$ cat config.mk
export PLATFORM = sky130hd
export DESIGN_NAME = rcsel_top
export DESIGN_NICKNAME = d
export VERILOG_FILES = /design/src/rtl/rcsel_pkg.sv /design/src/rtl/rcsel_top.sv
export SDC_FILE = /design/constraint.sdc
export NUM_CORES = 1
export LEC_CHECK = 0
export BUFFER_PORTS_ARGS = -buffer_cell sky130_fd_sc_hd__clkbuf_2
export CAP_MARGIN = 10
export CORE_MARGIN = 5
export CORE_UTILIZATION = 40
export CTS_BUF_LIST = sky130_fd_sc_hd__clkbuf_4 sky130_fd_sc_hd__clkbuf_8
export DETAILED_ROUTE_END_ITERATION = 12
export GPL_ROUTABILITY_DRIVEN = 0
export PLACE_DENSITY = 0.69
export SLEW_MARGIN = 20
export SYNTH_ARGS = -nofsm -noshare
export SYNTH_HDL_FRONTEND = slang
export SYNTH_SLANG_ARGS = --single-unit
$ cat constraint.sdc
create_clock -name pclk -period 2.5 [get_ports pclk]
set_input_delay 0.75 -clock pclk [delete_from_list [all_inputs] [get_ports pclk]]
set_output_delay 0.75 -clock pclk [all_outputs]
set_load 0.02 [all_outputs]
$ cat src/rtl/rcsel_pkg.sv
package rcsel_pkg;
	// ==========================================================
	// register map (apb byte addresses, one word each)
	localparam logic [11:0] RCSEL_TRIM_OFS   = 12'h000;
	localparam logic [11:0] RCSEL_FUSE_OFS   = 12'h004;
	localparam logic [11:0] RCSEL_STATUS_OFS = 12'h008;
	localparam logic [11:0] RCSEL_CTRL_OFS   = 12'h00C;

	// ==========================================================
	// fuse codes
	localparam logic [3:0] RCSEL_CKSRC_EXT   = 4'h0;
	localparam logic [3:0] RCSEL_CKSRC_RC1   = 4'h1;
	localparam logic [3:0] RCSEL_CKSRC_RC2   = 4'h2;
	localparam logic [3:0] RCSEL_CKSRC_RC4   = 4'h3;
	localparam logic [3:0] RCSEL_CKSRC_RC8   = 4'h4;
	localparam logic [3:0] RCSEL_CKSRC_RESET = 4'h1;
	localparam logic [1:0] RCSEL_SUT_RESET   = 2'h2;
	localparam logic [1:0] RCSEL_SUT_NONE    = 2'h0;
	localparam logic [1:0] RCSEL_SUT_SHORT   = 2'h1;
	localparam logic [1:0] RCSEL_SUT_LONG    = 2'h2;
	localparam logic [1:0] RCSEL_SUT_RSVD    = 2'h3;
	localparam logic [7:0] RCSEL_SIGROW_ADDR = 8'h00;
	localparam logic [7:0] RCSEL_TRIM_RESET  = 8'h00;

	// ==========================================================
	// timing
	localparam int RCSEL_CLK_HZ        = 20000000;
	localparam int RCSEL_WAKE_CK       = 6;
	localparam real RCSEL_SHORT_MS     = 4.1;
	localparam real RCSEL_LONG_MS      = 65.0;
	localparam int RCSEL_SHORT_CYC     = int'($floor(RCSEL_SHORT_MS * RCSEL_CLK_HZ / 1000.0));
	localparam int RCSEL_LONG_CYC      = int'($floor(RCSEL_LONG_MS * RCSEL_CLK_HZ / 1000.0));

	// ==========================================================
	// carriers
	typedef enum logic [3:0] {
		RCSEL_ST_LOAD  = 4'b0001,
		RCSEL_ST_DELAY = 4'b0010,
		RCSEL_ST_WAKE  = 4'b0100,
		RCSEL_ST_RUN   = 4'b1000
	} rcsel_state_type;

	typedef struct packed {
		logic [3:0] clock_source_select_fuses;
		logic [1:0] startup_time_fuses;
	} rcsel_fuse_type;

	typedef struct packed {
		logic       use_ext;
		logic       use_rc;
		logic [1:0] rc_range;
		logic       clk_gate_open;
	} rcsel_clk_type;
endpackage : rcsel_pkg

$ cat src/rtl/rcsel_top.sv
// Notes on behaviour
// fuse codes 1..4 pick rc 1/2/4/8 MHz
// shipped: rc 1 MHz, slow-rise delay
// reset copies factory byte into trim
// reset value is signature row byte 0x00
// software loads other-frequency trims itself
// reset delay timed from watchdog oscillator
// rc: 6 CK wake, 0/4.1/65 ms delays
// trim write retunes rc at once
// zero slowest, 0xFF fastest trim
// trim span 50-200 percent of nominal
// software keeps trim under 10% when writing
// external clock only for fuse code 0000
// external: 6 CK wake, same delays
// external clock steady or held in reset
// keep oscillator option fuse unprogrammed with rc
// gate clock until wake count done
//
// Implementation choices: the APB interface to the registers and the address map.
module rcsel_top (
	// apb clock and reset
	input  wire logic                 pclk,
	input  wire logic                 presetn,
	input  wire logic                 clk_en,
	// apb slave
	input  wire logic                 psel,
	input  wire logic                 penable,
	input  wire logic                 pwrite,
	input  wire logic [11:0]          paddr,
	input  wire logic [31:0]          pwdata,
	output logic                      pready,
	output logic      [31:0]          prdata,
	output logic                      pslverr,
	// fuses and factory signature row
	input  wire rcsel_pkg::rcsel_fuse_type fuses,
	output logic      [7:0]           sigrow_addr,
	input  wire logic [7:0]           sigrow_data,
	// watchdog oscillator tick and selected clock tick, both asynchronous
	input  wire logic                 wdt_osc_tick,
	input  wire logic                 sel_clk_tick,
	// wake request from sleep logic
	input  wire logic                 wake_req,
	// oscillator control
	output logic      [7:0]           rc_trim_register,
	output rcsel_pkg::rcsel_clk_type  clk_ctrl,
	output logic                      sys_reset_hold
);
	import rcsel_pkg::*;

	// ==========================================================
	// state
	rcsel_state_type state_r, state_nxt;
	logic [7:0]  trim_r;
	logic [21:0] dly_cnt_r;
	logic [2:0]  wake_cnt_r;
	logic [3:0]  src_r;
	logic [1:0]  sut_r;
	logic [1:0]  wdt_sync_r, ck_sync_r, wake_sync_r;
	logic        wdt_prev_r, ck_prev_r;
	logic        pready_r, pslverr_r, hold_r;
	logic [31:0] prdata_r;
	rcsel_clk_type clk_r;

	// ==========================================================
	// synchronisers: first stage feeds only the second
	// edge history resets low, the idle level of both ticks, so no false edge
	always_ff @(posedge pclk or negedge presetn) begin
		if (!presetn) begin
			wdt_sync_r  <= 2'h0;
			ck_sync_r   <= 2'h0;
			wake_sync_r <= 2'h0;
			wdt_prev_r  <= 1'b0;
			ck_prev_r   <= 1'b0;
		end else if (clk_en) begin
			wdt_sync_r  <= {wdt_sync_r[0], wdt_osc_tick};
			ck_sync_r   <= {ck_sync_r[0], sel_clk_tick};
			wake_sync_r <= {wake_sync_r[0], wake_req};
			wdt_prev_r  <= wdt_sync_r[1];
			ck_prev_r   <= ck_sync_r[1];
		end
	end

	wire wdt_edge = wdt_sync_r[1] & ~wdt_prev_r;
	wire ck_edge  = ck_sync_r[1] & ~ck_prev_r;
	wire wake_lvl = wake_sync_r[1];

	// ==========================================================
	// fuse decode
	// undefined source codes select neither clock, leaving the core stopped
	wire src_is_ext = (src_r == RCSEL_CKSRC_EXT);
	wire src_is_rc  = (src_r >= RCSEL_CKSRC_RC1) && (src_r <= RCSEL_CKSRC_RC8);
	wire [1:0] rc_range = 2'(src_r - RCSEL_CKSRC_RC1);
	// reserved start-up code falls back to the longest delay, safest choice
	wire [21:0] dly_target =
		(sut_r == RCSEL_SUT_NONE)  ? 22'h0 :
		(sut_r == RCSEL_SUT_SHORT) ? 22'(RCSEL_SHORT_CYC) :
		22'(RCSEL_LONG_CYC);

	// ==========================================================
	// apb decode
	// ready is registered off the setup cycle: one wait-free access, no stalls
	wire apb_setup = psel & ~penable;
	wire apb_acc   = psel & penable & pready_r;
	wire hit_trim  = (paddr == RCSEL_TRIM_OFS);
	wire hit_fuse  = (paddr == RCSEL_FUSE_OFS);
	wire hit_stat  = (paddr == RCSEL_STATUS_OFS);
	wire hit_ctrl  = (paddr == RCSEL_CTRL_OFS);
	wire hit_any   = hit_trim | hit_fuse | hit_stat | hit_ctrl;
	wire trim_wr   = apb_acc & pwrite & hit_trim;
	wire [31:0] rd_mux =
		hit_trim ? {24'h0, trim_r} :
		hit_fuse ? {26'h0, src_r, sut_r} :
		hit_stat ? {28'h0, state_r} :
		hit_ctrl ? {29'h0, hold_r, clk_r.use_ext, clk_r.clk_gate_open} :
		32'h0;

	// ==========================================================
	// sequencer next state
	// load lasts one cycle; run leaves only on a wake request
	always_comb begin
		state_nxt = state_r;
		unique case (state_r)
			RCSEL_ST_LOAD: state_nxt = RCSEL_ST_DELAY;
			RCSEL_ST_DELAY: if (dly_cnt_r >= dly_target) state_nxt = RCSEL_ST_WAKE;
			RCSEL_ST_WAKE: if (wake_cnt_r >= 3'(RCSEL_WAKE_CK)) state_nxt = RCSEL_ST_RUN;
			RCSEL_ST_RUN: if (wake_lvl) state_nxt = RCSEL_ST_WAKE;
			default: state_nxt = RCSEL_ST_LOAD;
		endcase
	end

	// ==========================================================
	// sequencer and trim
	// fuses are latched once per reset, so a fuse change takes effect at reset only
	always_ff @(posedge pclk or negedge presetn) begin
		if (!presetn) begin
			state_r <= RCSEL_ST_LOAD;
			src_r   <= RCSEL_CKSRC_RESET;
			sut_r   <= RCSEL_SUT_RESET;
			trim_r  <= RCSEL_TRIM_RESET;
		end else if (clk_en) begin
			state_r <= state_nxt;
			if (state_r == RCSEL_ST_LOAD) begin
				src_r  <= fuses.clock_source_select_fuses;
				sut_r  <= fuses.startup_time_fuses;
				trim_r <= sigrow_data;
			end else if (trim_wr) begin
				trim_r <= pwdata[7:0];
			end
		end
	end

	// delay counted on watchdog oscillator ticks, not the system clock
	// a 22-bit count covers the longest delay of about 1.3 million ticks
	always_ff @(posedge pclk or negedge presetn) begin
		if (!presetn) begin
			dly_cnt_r <= 22'h0;
		end else if (clk_en) begin
			if (state_r != RCSEL_ST_DELAY) dly_cnt_r <= 22'h0;
			else if (wdt_edge) dly_cnt_r <= dly_cnt_r + 22'h1;
		end
	end

	// wake count runs on edges of the selected source
	// a stopped source simply stalls the count; the gate stays shut meanwhile
	always_ff @(posedge pclk or negedge presetn) begin
		if (!presetn) begin
			wake_cnt_r <= 3'h0;
		end else if (clk_en) begin
			if (state_r != RCSEL_ST_WAKE) wake_cnt_r <= 3'h0;
			else if (ck_edge) wake_cnt_r <= wake_cnt_r + 3'h1;
		end
	end

	// ==========================================================
	// registered outputs
	// every output but the constant sigrow_addr leaves a flip-flop, so consumers see no decode glitches
	always_ff @(posedge pclk or negedge presetn) begin
		if (!presetn) begin
			clk_r     <= '0;
			hold_r    <= 1'b1;
			pready_r  <= 1'b0;
			pslverr_r <= 1'b0;
			prdata_r  <= 32'h0;
		end else if (clk_en) begin
			clk_r.use_ext       <= src_is_ext;
			clk_r.use_rc        <= src_is_rc;
			clk_r.rc_range      <= src_is_rc ? rc_range : 2'h0;
			clk_r.clk_gate_open <= (state_nxt == RCSEL_ST_RUN);
			hold_r    <= (state_nxt == RCSEL_ST_LOAD) || (state_nxt == RCSEL_ST_DELAY);
			pready_r  <= apb_setup;
			pslverr_r <= apb_setup & ~hit_any;
			prdata_r  <= (apb_setup & ~pwrite) ? rd_mux : 32'h0;
		end
	end

	// output ports are plain copies of the registers above, except sigrow_addr, which is tied to RCSEL_SIGROW_ADDR
	assign pready           = pready_r;
	assign pslverr          = pslverr_r;
	assign prdata           = prdata_r;
	assign rc_trim_register = trim_r;
	assign clk_ctrl         = clk_r;
	assign sys_reset_hold   = hold_r;
	assign sigrow_addr      = RCSEL_SIGROW_ADDR;

	// ==========================================================
	// checks
	// load copies the factory byte whatever software wrote before reset
	AST_TRIM_LOAD: assert property (@(posedge pclk) disable iff (!presetn)
		(clk_en && state_r == RCSEL_ST_LOAD) |=> (trim_r == $past(sigrow_data)))
		else $error("trim not loaded at reset");
	AST_TRIM_WRITE: assert property (@(posedge pclk) disable iff (!presetn)
		(clk_en && trim_wr && state_r != RCSEL_ST_LOAD) |=> (trim_r == $past(pwdata[7:0])))
		else $error("trim write lost");
	AST_EXT_ONLY_0: assert property (@(posedge pclk) disable iff (!presetn)
		clk_r.use_ext |-> ($past(src_r) == RCSEL_CKSRC_EXT))
		else $error("external clock picked for wrong code");
	AST_RC_CODES: assert property (@(posedge pclk) disable iff (!presetn)
		(clk_en && src_r == RCSEL_CKSRC_RC4) |=> (clk_r.use_rc && clk_r.rc_range == 2'h2))
		else $error("rc range decode wrong");
	AST_SHIP_DEFAULT: assert property (@(posedge pclk)
		!presetn |-> (src_r == RCSEL_CKSRC_RESET && sut_r == RCSEL_SUT_RESET))
		else $error("shipped defaults wrong");
	AST_GATE_HELD: assert property (@(posedge pclk) disable iff (!presetn)
		(state_r == RCSEL_ST_WAKE && state_nxt == RCSEL_ST_WAKE) |=> !clk_r.clk_gate_open)
		else $error("clock released early");
	AST_NO_DELAY: assert property (@(posedge pclk) disable iff (!presetn)
		(clk_en && state_r == RCSEL_ST_DELAY && sut_r == RCSEL_SUT_NONE) |=>
		state_r == RCSEL_ST_WAKE)
		else $error("zero delay not skipped");
	AST_DELAY_WDT: assert property (@(posedge pclk) disable iff (!presetn)
		(clk_en && state_r == RCSEL_ST_DELAY && !wdt_edge) |=> $stable(dly_cnt_r))
		else $error("delay advanced without watchdog tick");
	AST_WAKE_SIX: assert property (@(posedge pclk) disable iff (!presetn)
		$rose(clk_r.clk_gate_open) |-> ($past(wake_cnt_r) >= 3'(RCSEL_WAKE_CK)))
		else $error("wake count short");

	// ==========================================================
	// bus answer checks
	// pready is a one-cycle answer; a stuck level would repeat writes
	AST_PREADY_PULSE: assert property (@(posedge pclk) disable iff (!presetn)
		(clk_en && pready_r) |=> !pready_r)
		else $error("ready held past one cycle");
	// the answer always follows its setup cycle by one clock
	AST_READY_AFTER_SETUP: assert property (@(posedge pclk) disable iff (!presetn)
		(clk_en && apb_setup) |=> pready_r)
		else $error("setup not answered");
	// an error flag only ever travels with the answer
	AST_ERR_WITH_READY: assert property (@(posedge pclk) disable iff (!presetn)
		pslverr_r |-> pready_r)
		else $error("error flag without ready");
	// unmapped offsets are refused rather than silently read as zero
	AST_UNMAPPED_ERR: assert property (@(posedge pclk) disable iff (!presetn)
		(clk_en && apb_setup && !hit_any) |=> pslverr_r)
		else $error("unmapped access not refused");
	// read data is zero outside the answer, so old bytes never leak
	AST_RDATA_IDLE: assert property (@(posedge pclk) disable iff (!presetn)
		!pready_r |-> (prdata_r == 32'h0))
		else $error("read data outside answer");
	// a trim read returns the trim as it stood in the setup cycle
	AST_TRIM_READBACK: assert property (@(posedge pclk) disable iff (!presetn)
		(clk_en && apb_setup && !pwrite && hit_trim) |=>
		(prdata_r == {24'h0, $past(trim_r)}))
		else $error("trim read back wrong");
	// writes to the other words must never reach the trim
	AST_TRIM_ONLY_OWN: assert property (@(posedge pclk) disable iff (!presetn)
		(clk_en && apb_acc && pwrite && !hit_trim && state_r != RCSEL_ST_LOAD) |=>
		$stable(trim_r))
		else $error("foreign write changed trim");
	// outside load and own writes the trim keeps its value
	AST_TRIM_STEADY: assert property (@(posedge pclk) disable iff (!presetn)
		(clk_en && state_r != RCSEL_ST_LOAD && !trim_wr) |=> $stable(trim_r))
		else $error("trim drifted");

	// ==========================================================
	// sequencer checks
	// hold stays up through load and delay so the core never runs early
	AST_HOLD_LOAD: assert property (@(posedge pclk) disable iff (!presetn)
		(state_r == RCSEL_ST_LOAD) |-> hold_r)
		else $error("hold low in load");
	AST_HOLD_DELAY: assert property (@(posedge pclk) disable iff (!presetn)
		(state_r == RCSEL_ST_DELAY) |-> hold_r)
		else $error("hold low in delay");
	// hold drops as soon as the wake count runs
	AST_HOLD_FREE_WAKE: assert property (@(posedge pclk) disable iff (!presetn)
		(clk_en && state_r == RCSEL_ST_WAKE) |=> !hold_r)
		else $error("hold kept past delay");
	// load lasts exactly one enabled cycle
	AST_LOAD_ONCE: assert property (@(posedge pclk) disable iff (!presetn)
		(clk_en && state_r == RCSEL_ST_LOAD) |=> (state_r == RCSEL_ST_DELAY))
		else $error("load state lingered");
	// the fuses are latched once; a later change must wait for reset
	AST_FUSE_LOCKED: assert property (@(posedge pclk) disable iff (!presetn)
		(clk_en && state_r != RCSEL_ST_LOAD) |=> ($stable(src_r) && $stable(sut_r)))
		else $error("fuse copy changed after load");
	// every delay starts from a cleared count
	AST_DELAY_ENTRY: assert property (@(posedge pclk) disable iff (!presetn)
		(clk_en && state_r == RCSEL_ST_LOAD) |=> (dly_cnt_r == 22'h0))
		else $error("delay count not cleared");
	// reserved start-up code behaves as the longest delay
	AST_RSVD_LONG: assert property (@(posedge pclk) disable iff (!presetn)
		(sut_r == RCSEL_SUT_RSVD) |-> (dly_target == 22'(RCSEL_LONG_CYC)))
		else $error("reserved code not longest delay");
	AST_SHORT_TARGET: assert property (@(posedge pclk) disable iff (!presetn)
		(sut_r == RCSEL_SUT_SHORT) |-> (dly_target == 22'(RCSEL_SHORT_CYC)))
		else $error("short delay target wrong");
	// a wake request in run restarts the count from zero
	AST_WAKE_ENTRY: assert property (@(posedge pclk) disable iff (!presetn)
		(clk_en && state_r == RCSEL_ST_RUN && wake_lvl) |=>
		(state_r == RCSEL_ST_WAKE && wake_cnt_r == 3'h0))
		else $error("wake not restarted");
	// only source edges move the wake count, never pclk alone
	AST_WAKE_CK_ONLY: assert property (@(posedge pclk) disable iff (!presetn)
		(clk_en && state_r == RCSEL_ST_WAKE && !ck_edge) |=> $stable(wake_cnt_r))
		else $error("wake count moved without edge");
	// the gate is open exactly while the sequencer runs
	AST_GATE_RUN: assert property (@(posedge pclk) disable iff (!presetn)
		clk_r.clk_gate_open == (state_r == RCSEL_ST_RUN))
		else $error("gate and state disagree");

	// ==========================================================
	// source decode checks
	// never both sources at once, the switch would glitch
	AST_EXT_EXCL: assert property (@(posedge pclk) disable iff (!presetn)
		!(clk_r.use_ext && clk_r.use_rc))
		else $error("both sources selected");
	AST_EXT_PICKED: assert property (@(posedge pclk) disable iff (!presetn)
		(clk_en && src_r == RCSEL_CKSRC_EXT) |=> (clk_r.use_ext && !clk_r.use_rc))
		else $error("external clock not picked");
	// both ends of the rc range decode, not only the middle
	AST_RC1_RANGE: assert property (@(posedge pclk) disable iff (!presetn)
		(clk_en && src_r == RCSEL_CKSRC_RC1) |=> (clk_r.use_rc && clk_r.rc_range == 2'h0))
		else $error("rc 1 MHz decode wrong");
	AST_RC8_RANGE: assert property (@(posedge pclk) disable iff (!presetn)
		(clk_en && src_r == RCSEL_CKSRC_RC8) |=> (clk_r.use_rc && clk_r.rc_range == 2'h3))
		else $error("rc 8 MHz decode wrong");

	// ==========================================================
	// scenario covers
	COV_RUN: cover property (@(posedge pclk) disable iff (!presetn) $rose(clk_r.clk_gate_open));
	COV_WAKE: cover property (@(posedge pclk) disable iff (!presetn)
		state_r == RCSEL_ST_RUN ##1 state_r == RCSEL_ST_WAKE);
	COV_TRIM: cover property (@(posedge pclk) disable iff (!presetn) trim_wr);
	COV_EXT: cover property (@(posedge pclk) disable iff (!presetn) clk_r.use_ext);
	COV_RSVD: cover property (@(posedge pclk) disable iff (!presetn)
		state_r == RCSEL_ST_DELAY && sut_r == RCSEL_SUT_RSVD);
endmodule : rcsel_top

==> results of run 1 <==
## flip-flops by register name, summed over array words and instances (netlist names), 2 cells and up
name	flops
dly_cnt_r	22
prdata	8
rc_trim_register	8
clk_ctrl	5
src_r	4
state_r	4
wake_cnt_r	3
ck_sync_r	2
sut_r	2
wake_sync_r	2
wdt_sync_r	2
## layout by cell type (no fill, tap or decap), types with 13 or more instances in the layout
cell type / Yosys / layout
inv_1: 18 / 18
conb_1: 1 / 32
dfrtp_1: 63 / 63
buf_4: 32 / 13
nor2_1: 15 / 15
a21oi_1: 17 / 17
o21ai_0: 16 / 16
clkbuf_2: 1 / 66
nand2_1: 25 / 25
ha_1: 15 / 15
mux2_2: 30 / 30
## cell usage after synthesis, types with 9 or more instances
library cell	count
a21oi_1	17
buf_4	32
dfrtp_1	63
ha_1	15
inv_1	18
mux2_2	30
nand2_1	25
nand3_1	9
nand4_1	11
nor2_1	15
o21ai_0	16
o31ai_1	11
## power by group
| part | leakage, nW | internal, mW | switching [mW] |
|---|---|---|---|
| registers | 0.869 | 1.31 | 0.198 |
| clock network | 0.119 | 0.661 | 0.440 |
| logic | 1.12 | 0.545 | 0.680 |
| total | 2.11 | 2.52 | 1.32 |
## worst max path at each step
stage	endpoint	slack (ps)
final	dly_cnt_r[17]	250
after CTS	dly_cnt_r[17]	290
after global placement	rc_trim_register[4]	150
after detailed placement	rc_trim_register[4]	100
after global routing	state_r[1]	140
after floorplan	rc_trim_register[0]	190
## metrics by stage
step | cell area [um2] | std cells | util (%) | hold slack, ps
floorplan | 4130 | 423 | - | 451
global placement | 4460 | 590 | 45.7 | 476
detailed placement | 4460 | 590 | 45.7 | 473
CTS | 4700 | 606 | 48.1 | 426
finish | 4700 | 606 | 48.1 | 413
global route | 4700 | 606 | 48.1 | 454
## layout make-up
class | count | area (um2) | share of cell area, %
Multi-Input combinational cell | 290 | 2080 | 44.1
Sequential cell | 67 | 1680 | 35.7
Timing Repair Buffer | 81 | 468 | 9.95
Tap cell | 133 | 166 | 3.54
Clock buffer | 9 | 124 | 2.63
Clock inverter | 7 | 116 | 2.47
Inverter | 19 | 71.3 | 1.52
## kinds of logic after synthesis
logic type / Yosys count
AND/OR/NAND/NOR: 115
AO/OA/AOI/OAI: 87
flip-flops: 67
buffers and inverters: 66
multiplexers: 36
adder cells (fa/ha/maj): 15
XOR/XNOR: 5
other: 1
## routing by layer
layer  global-route usage [%]  vias to the layer above  wire length [um]
li1                         -                     1550                 -
met1                     19.6                     1610              3930
met2                     24.9                       85              4690
met3                     2.91                       10               466
met4                     4.93                        0                92
met5                        0                        -                 0
## worst register-to-register path: cells and delay by family (launching register included)
| kind | cells | cell delay (ps) |
|---|---|---|
| AND/OR/NAND/NOR | 1 | 600 |
| flip-flops | 1 | 490 |
| AO/OA/AOI/OAI | 3 | 780 |
| buffers and inverters | 1 | 260 |
==> metrics, run 1 <==
r2r startpoint=state_r[2]; Routed WL=9170 um; Wirelength per Cell=15.1 um; Worst Reg2Reg Path Length in Cells=5; Mapped Cells=392; Filler Cell Count=928; Synth Area per Inst=10.2 um2; Initial Utilization=41.1%; first drt pass iteration count=4; Die ar.=12100 um2; Synth Area in Compound Gates=15.3%; post-route minimum period=2250 ps; CTS Hold Buffers Added=0; Critical path buffers and inverters=1; vias in the first global route=3147; final period utilization=89.9%; Slew headroom=57.7%; CP required=2730 ps; routed vias/inst=5.37; CP Launch Type=flip-flop; Post-CTS Setup Inserts=0; f_max=445 MHz; Synth area leaders=dfrtp_1, mux2_2, buf_4, ha_1, dfstp_2; clk sinks=67; TritonCTS clock tree=yes; Max FO, Critical Path=8; Synth Area in Simple Gates=17.7%; Reg2Reg Setup Slack=250 ps; xor-xnor portion of the synthesized cell area=1.09%; cell taking the most area after synthesis=dfrtp_1; Stages on worst setup path=5; Crit path largest cell delay=600 ps; Resized cells post-CTS=0; Crit-path slowest cell=or4b_4; Setup-failing EPs final=0; Initial DRC Count=153; top cell type's share of synthesized area=39.2%; H-tree levels=3; Die Ht=110 um; Synth Warn #=0; via count=3255; Detail Placement HPWL=6920 um; post-synthesis instance area=4020 um2; Leakage Power=2.11 nW; register area share after synthesis=41.9%; Hold Path Class=input port to asynchronous set/reset pin; Site Rows=36; CTS Buf Count=9; FFs w/ async S/R, synth=100%; setup_tns=0 ps; initial antenna violation count=0; share of cells above drive strength 1=30.7%; antenna-violating nets left=0; first-pass GRT wire length=14500 um; DP Worst Slack=102 ps; Root Buffer=clkbuf_8; Power Density=815 nW/um2; unrepaired setup endpoints after global routing=false; Main synth FF type=dfrtp_1; worst reg2reg endpoint=dly_cnt_r[17]; clock skew=14.2 ps; final worst slack=254 ps; max-slew violation count=0; number of library cell types mapped by synthesis=71; Tot GR Track Use=15.0%; outcome=finished clean; adder-cell share of the synthesized area=4.67%; max_cap viols=0; Slew @ Worst Pin=635 ps; largest net degree at the start of global routing=68; clk slew on worst S/H paths=90 ps; port buffer count=66; Power Total=3.84 mW; crit path capture type=flip-flop; core box area=9770 um2; synthesis-to-finish area growth=17.1%; DRC viols=0; VDD IR max=525 uV; Layout Nets=550; Post-synth EDFFs=0; diode count=0; GRT overflow=0; Crit Path Class=flip-flop to flip-flop; CP delay by family, top=compound AO/OA/AOI/OAI gates; I/O Pins=123; main combinational cell family by area after synthesis=simple AND/OR/NAND/NOR gates; post-synthesis mux area share=9.90%; #FFs+latches synth=67; Hold Vio Cnt, Final=0; origin of the worst setup path=state_r[2]; clk buf depth=2; Worst-Skew Late Latency=350 ps; arrival time worst endpoint=2470 ps; Die Width=110 um; critical-path cell list=or4b_4, a21oi_1, buf_4, o311ai_0, o41ai_1
(Power assumes the default switching activity.)
==> run 2: changes to the inputs <==
- clock period: 2.5 -> 2.7 ns (I/O delays scaled with it)
==> run 2 against run 1 <==
Sequential power decreased by 5%. Via count decreased by 1.4%. Register-to-register slack hardly changed. Highest routed layer unchanged. Clock power is 30% lower. Maximum frequency decreased by 8.2%. Worst setup slack got worse by 1.4 ps. Clock-buffer cell count grew 4. Combinational power down 13%. Largest power group unchanged.
==> metrics, run 2 (synthesized netlist as in run 1, its figures left out) <==
outcome=finished clean; initial antenna violation count=0 (unchanged); Root Buffer=clkbuf_8; GRT overflow=0 (unchanged); Layout Nets=545 (-0.91%); Setup-failing EPs final=0 (unchanged); largest net degree at the start of global routing=68 (unchanged); routed vias/inst=5.34 (-0.56%); Hold Vio Cnt, Final=0 (unchanged); Slew headroom=57.8% (+0.12 points); Leakage Power=2.06 nW (-2.4%); Die ar.=12100 um2 (unchanged); Die Width=110 um (unchanged); Power Density=711 nW/um2 (-13%); Die Ht=110 um (unchanged); CTS Hold Buffers Added=0 (unchanged); I/O Pins=123 (unchanged); most frequent cells in the layout=clkbuf_2, dfrtp_1, conb_1; f_max=409 MHz (-8.2%); Site Rows=36 (unchanged); first drt pass iteration count=4 (unchanged); clk buf depth=2 (unchanged); Slew @ Worst Pin=629 ps (-6.04 ps); CP Launch Type=flip-flop; Switching Share=36.4% (+2.1 points); DRC viols=0 (unchanged); setup_tns=0 ps (unchanged); sequential share of power=43.8% (+4.4 points); Routed WL=9050 um (-1.4%); port buffer count=66 (unchanged); core box area=9770 um2 (unchanged); Resized cells post-CTS=0 (unchanged); largest reg by FF count=dly_cnt_r; CP required=2900 ps (+170 ps); crit path capture type=flip-flop; synthesis-to-finish area growth=14.2%; H-tree levels=3 (unchanged); Wirelength per Cell=15.1 um (-0.54%); clk slew on worst S/H paths=70 ps (-20 ps); clock skew=9.50 ps (-4.70 ps); first-pass GRT wire length=14800 um (+1.6%); Worst-Skew Late Latency=350 ps (about the same); via count=3210 (-1.4%); final period utilization=90.7% (+0.80 points); final worst slack=252 ps (-1.38 ps); TritonCTS clock tree=yes; max-slew violation count=0 (unchanged); Initial Utilization=41.1% (unchanged); arrival time worst endpoint=2650 ps (+180 ps); max_cap viols=0 (unchanged); unrepaired setup endpoints after global routing=false; diode count=0 (unchanged); antenna-violating nets left=0 (unchanged); Max FO, Critical Path=9 (+1); DP Worst Slack=147 ps (+44.5 ps); Int Pwr=2.07 mW (-18%); origin of the worst setup path=sut_r[1]; post-route minimum period=2450 ps (+201 ps); share of cells above drive strength 1=29.9% (-0.74 points); Crit Path Class=flip-flop to flip-flop; Tot GR Track Use=15.4% (+0.38 points); combinational share of power=32.6% (+0.7 points); CTS Buf Count=9 (unchanged); VDD IR max=538 uV (+2.4%); clock share of power=23.6% (-5.1 points); Detail Placement HPWL=6710 um (-3.1%); Initial DRC Count=132 (-14%); Largest register FFs=22 (unchanged); r2r startpoint=sut_r[1]; clk sinks=67 (unchanged); vias in the first global route=3109 (-1.2%); commonest non-fill, non-tap cell in the layout=clkbuf_2; sw power=1.19 mW (-9.9%); Post-CTS Setup Inserts=0 (unchanged); Hold Path Class=input port to asynchronous set/reset pin
## run 2: area by class of cell
type                            instances  area [um2]
Clock buffer                           13         160
Sequential cell                        67        1680
Inverter                               19        71.3
Multi-Input combinational cell        290        2080
Clock inverter                          3        15.0
Timing Repair Buffer                   76         418
Fill cell                             931        5180
Tap cell                              133         166
## run 2: power by group through the flow
stage	Combinational, mW	Sequential (mW)	Clock, mW
6_report	1.06	1.43	0.768
5_1_grt	1.19	1.47	0.831
3_5_place_dp	1.07	1.45	0
4_1_cts	1.08	1.43	0.788
3_3_place_gp	1.04	1.44	0
2_1_floorplan	0.720	1.48	0
## run 2: worst max-delay path, cell delays in order (launching register included)
cell	delay, ps
dfstp_2	580
inv_1	180
nand2_1	140
inv_1	50
ha_1	260
nor4bb_1	260
o221ai_1	150
a221oi_1	510
o211ai_1	170
## run 2: layer usage
metal  wire length (um)  GRT usage [%]  part of all wire [%]  vias to the layer above
met3                396           3.73                   4.4                       10
met2               4540           25.3                    50                       72
met4                107           4.40                   1.2                        0
met1               4010           20.1                    44                     1592
li1                   -              -                     -                     1536
met5                  0              0                     0                        -
## run 2: path summary, 6_finish.rpt
| check | end | slack [ps] | depth (start not counted) |
|---|---|---|---|
| min | rc_trim_register[5] | 470 | 2 |
| max | state_r[1] | 250 | 8 |
| max reg2reg | state_r[1] | 250 | 8 |
| min in group pclk | wake_cnt_r[2] | 480 | 1 |
| min reg2reg | wake_cnt_r[2] | 480 | 1 |
| max in group asynchronous | src_r[0] | 1900 | 2 |
## run 2: per-stage QoR
step | total power, mW | instance area, um2 | instances | hold WS [ps] | utilization, %
CTS | 3.30 | 4590 | 601 | 481 | 47.0
detailed placement | 2.52 | 4410 | 585 | 474 | 45.2
global route | 3.48 | 4590 | 601 | 489 | 47.0
global placement | 2.47 | 4410 | 585 | 474 | 45.2
floorplan | 2.20 | 4130 | 423 | 451 | -
finish | 3.26 | 4590 | 601 | 467 | 47.0
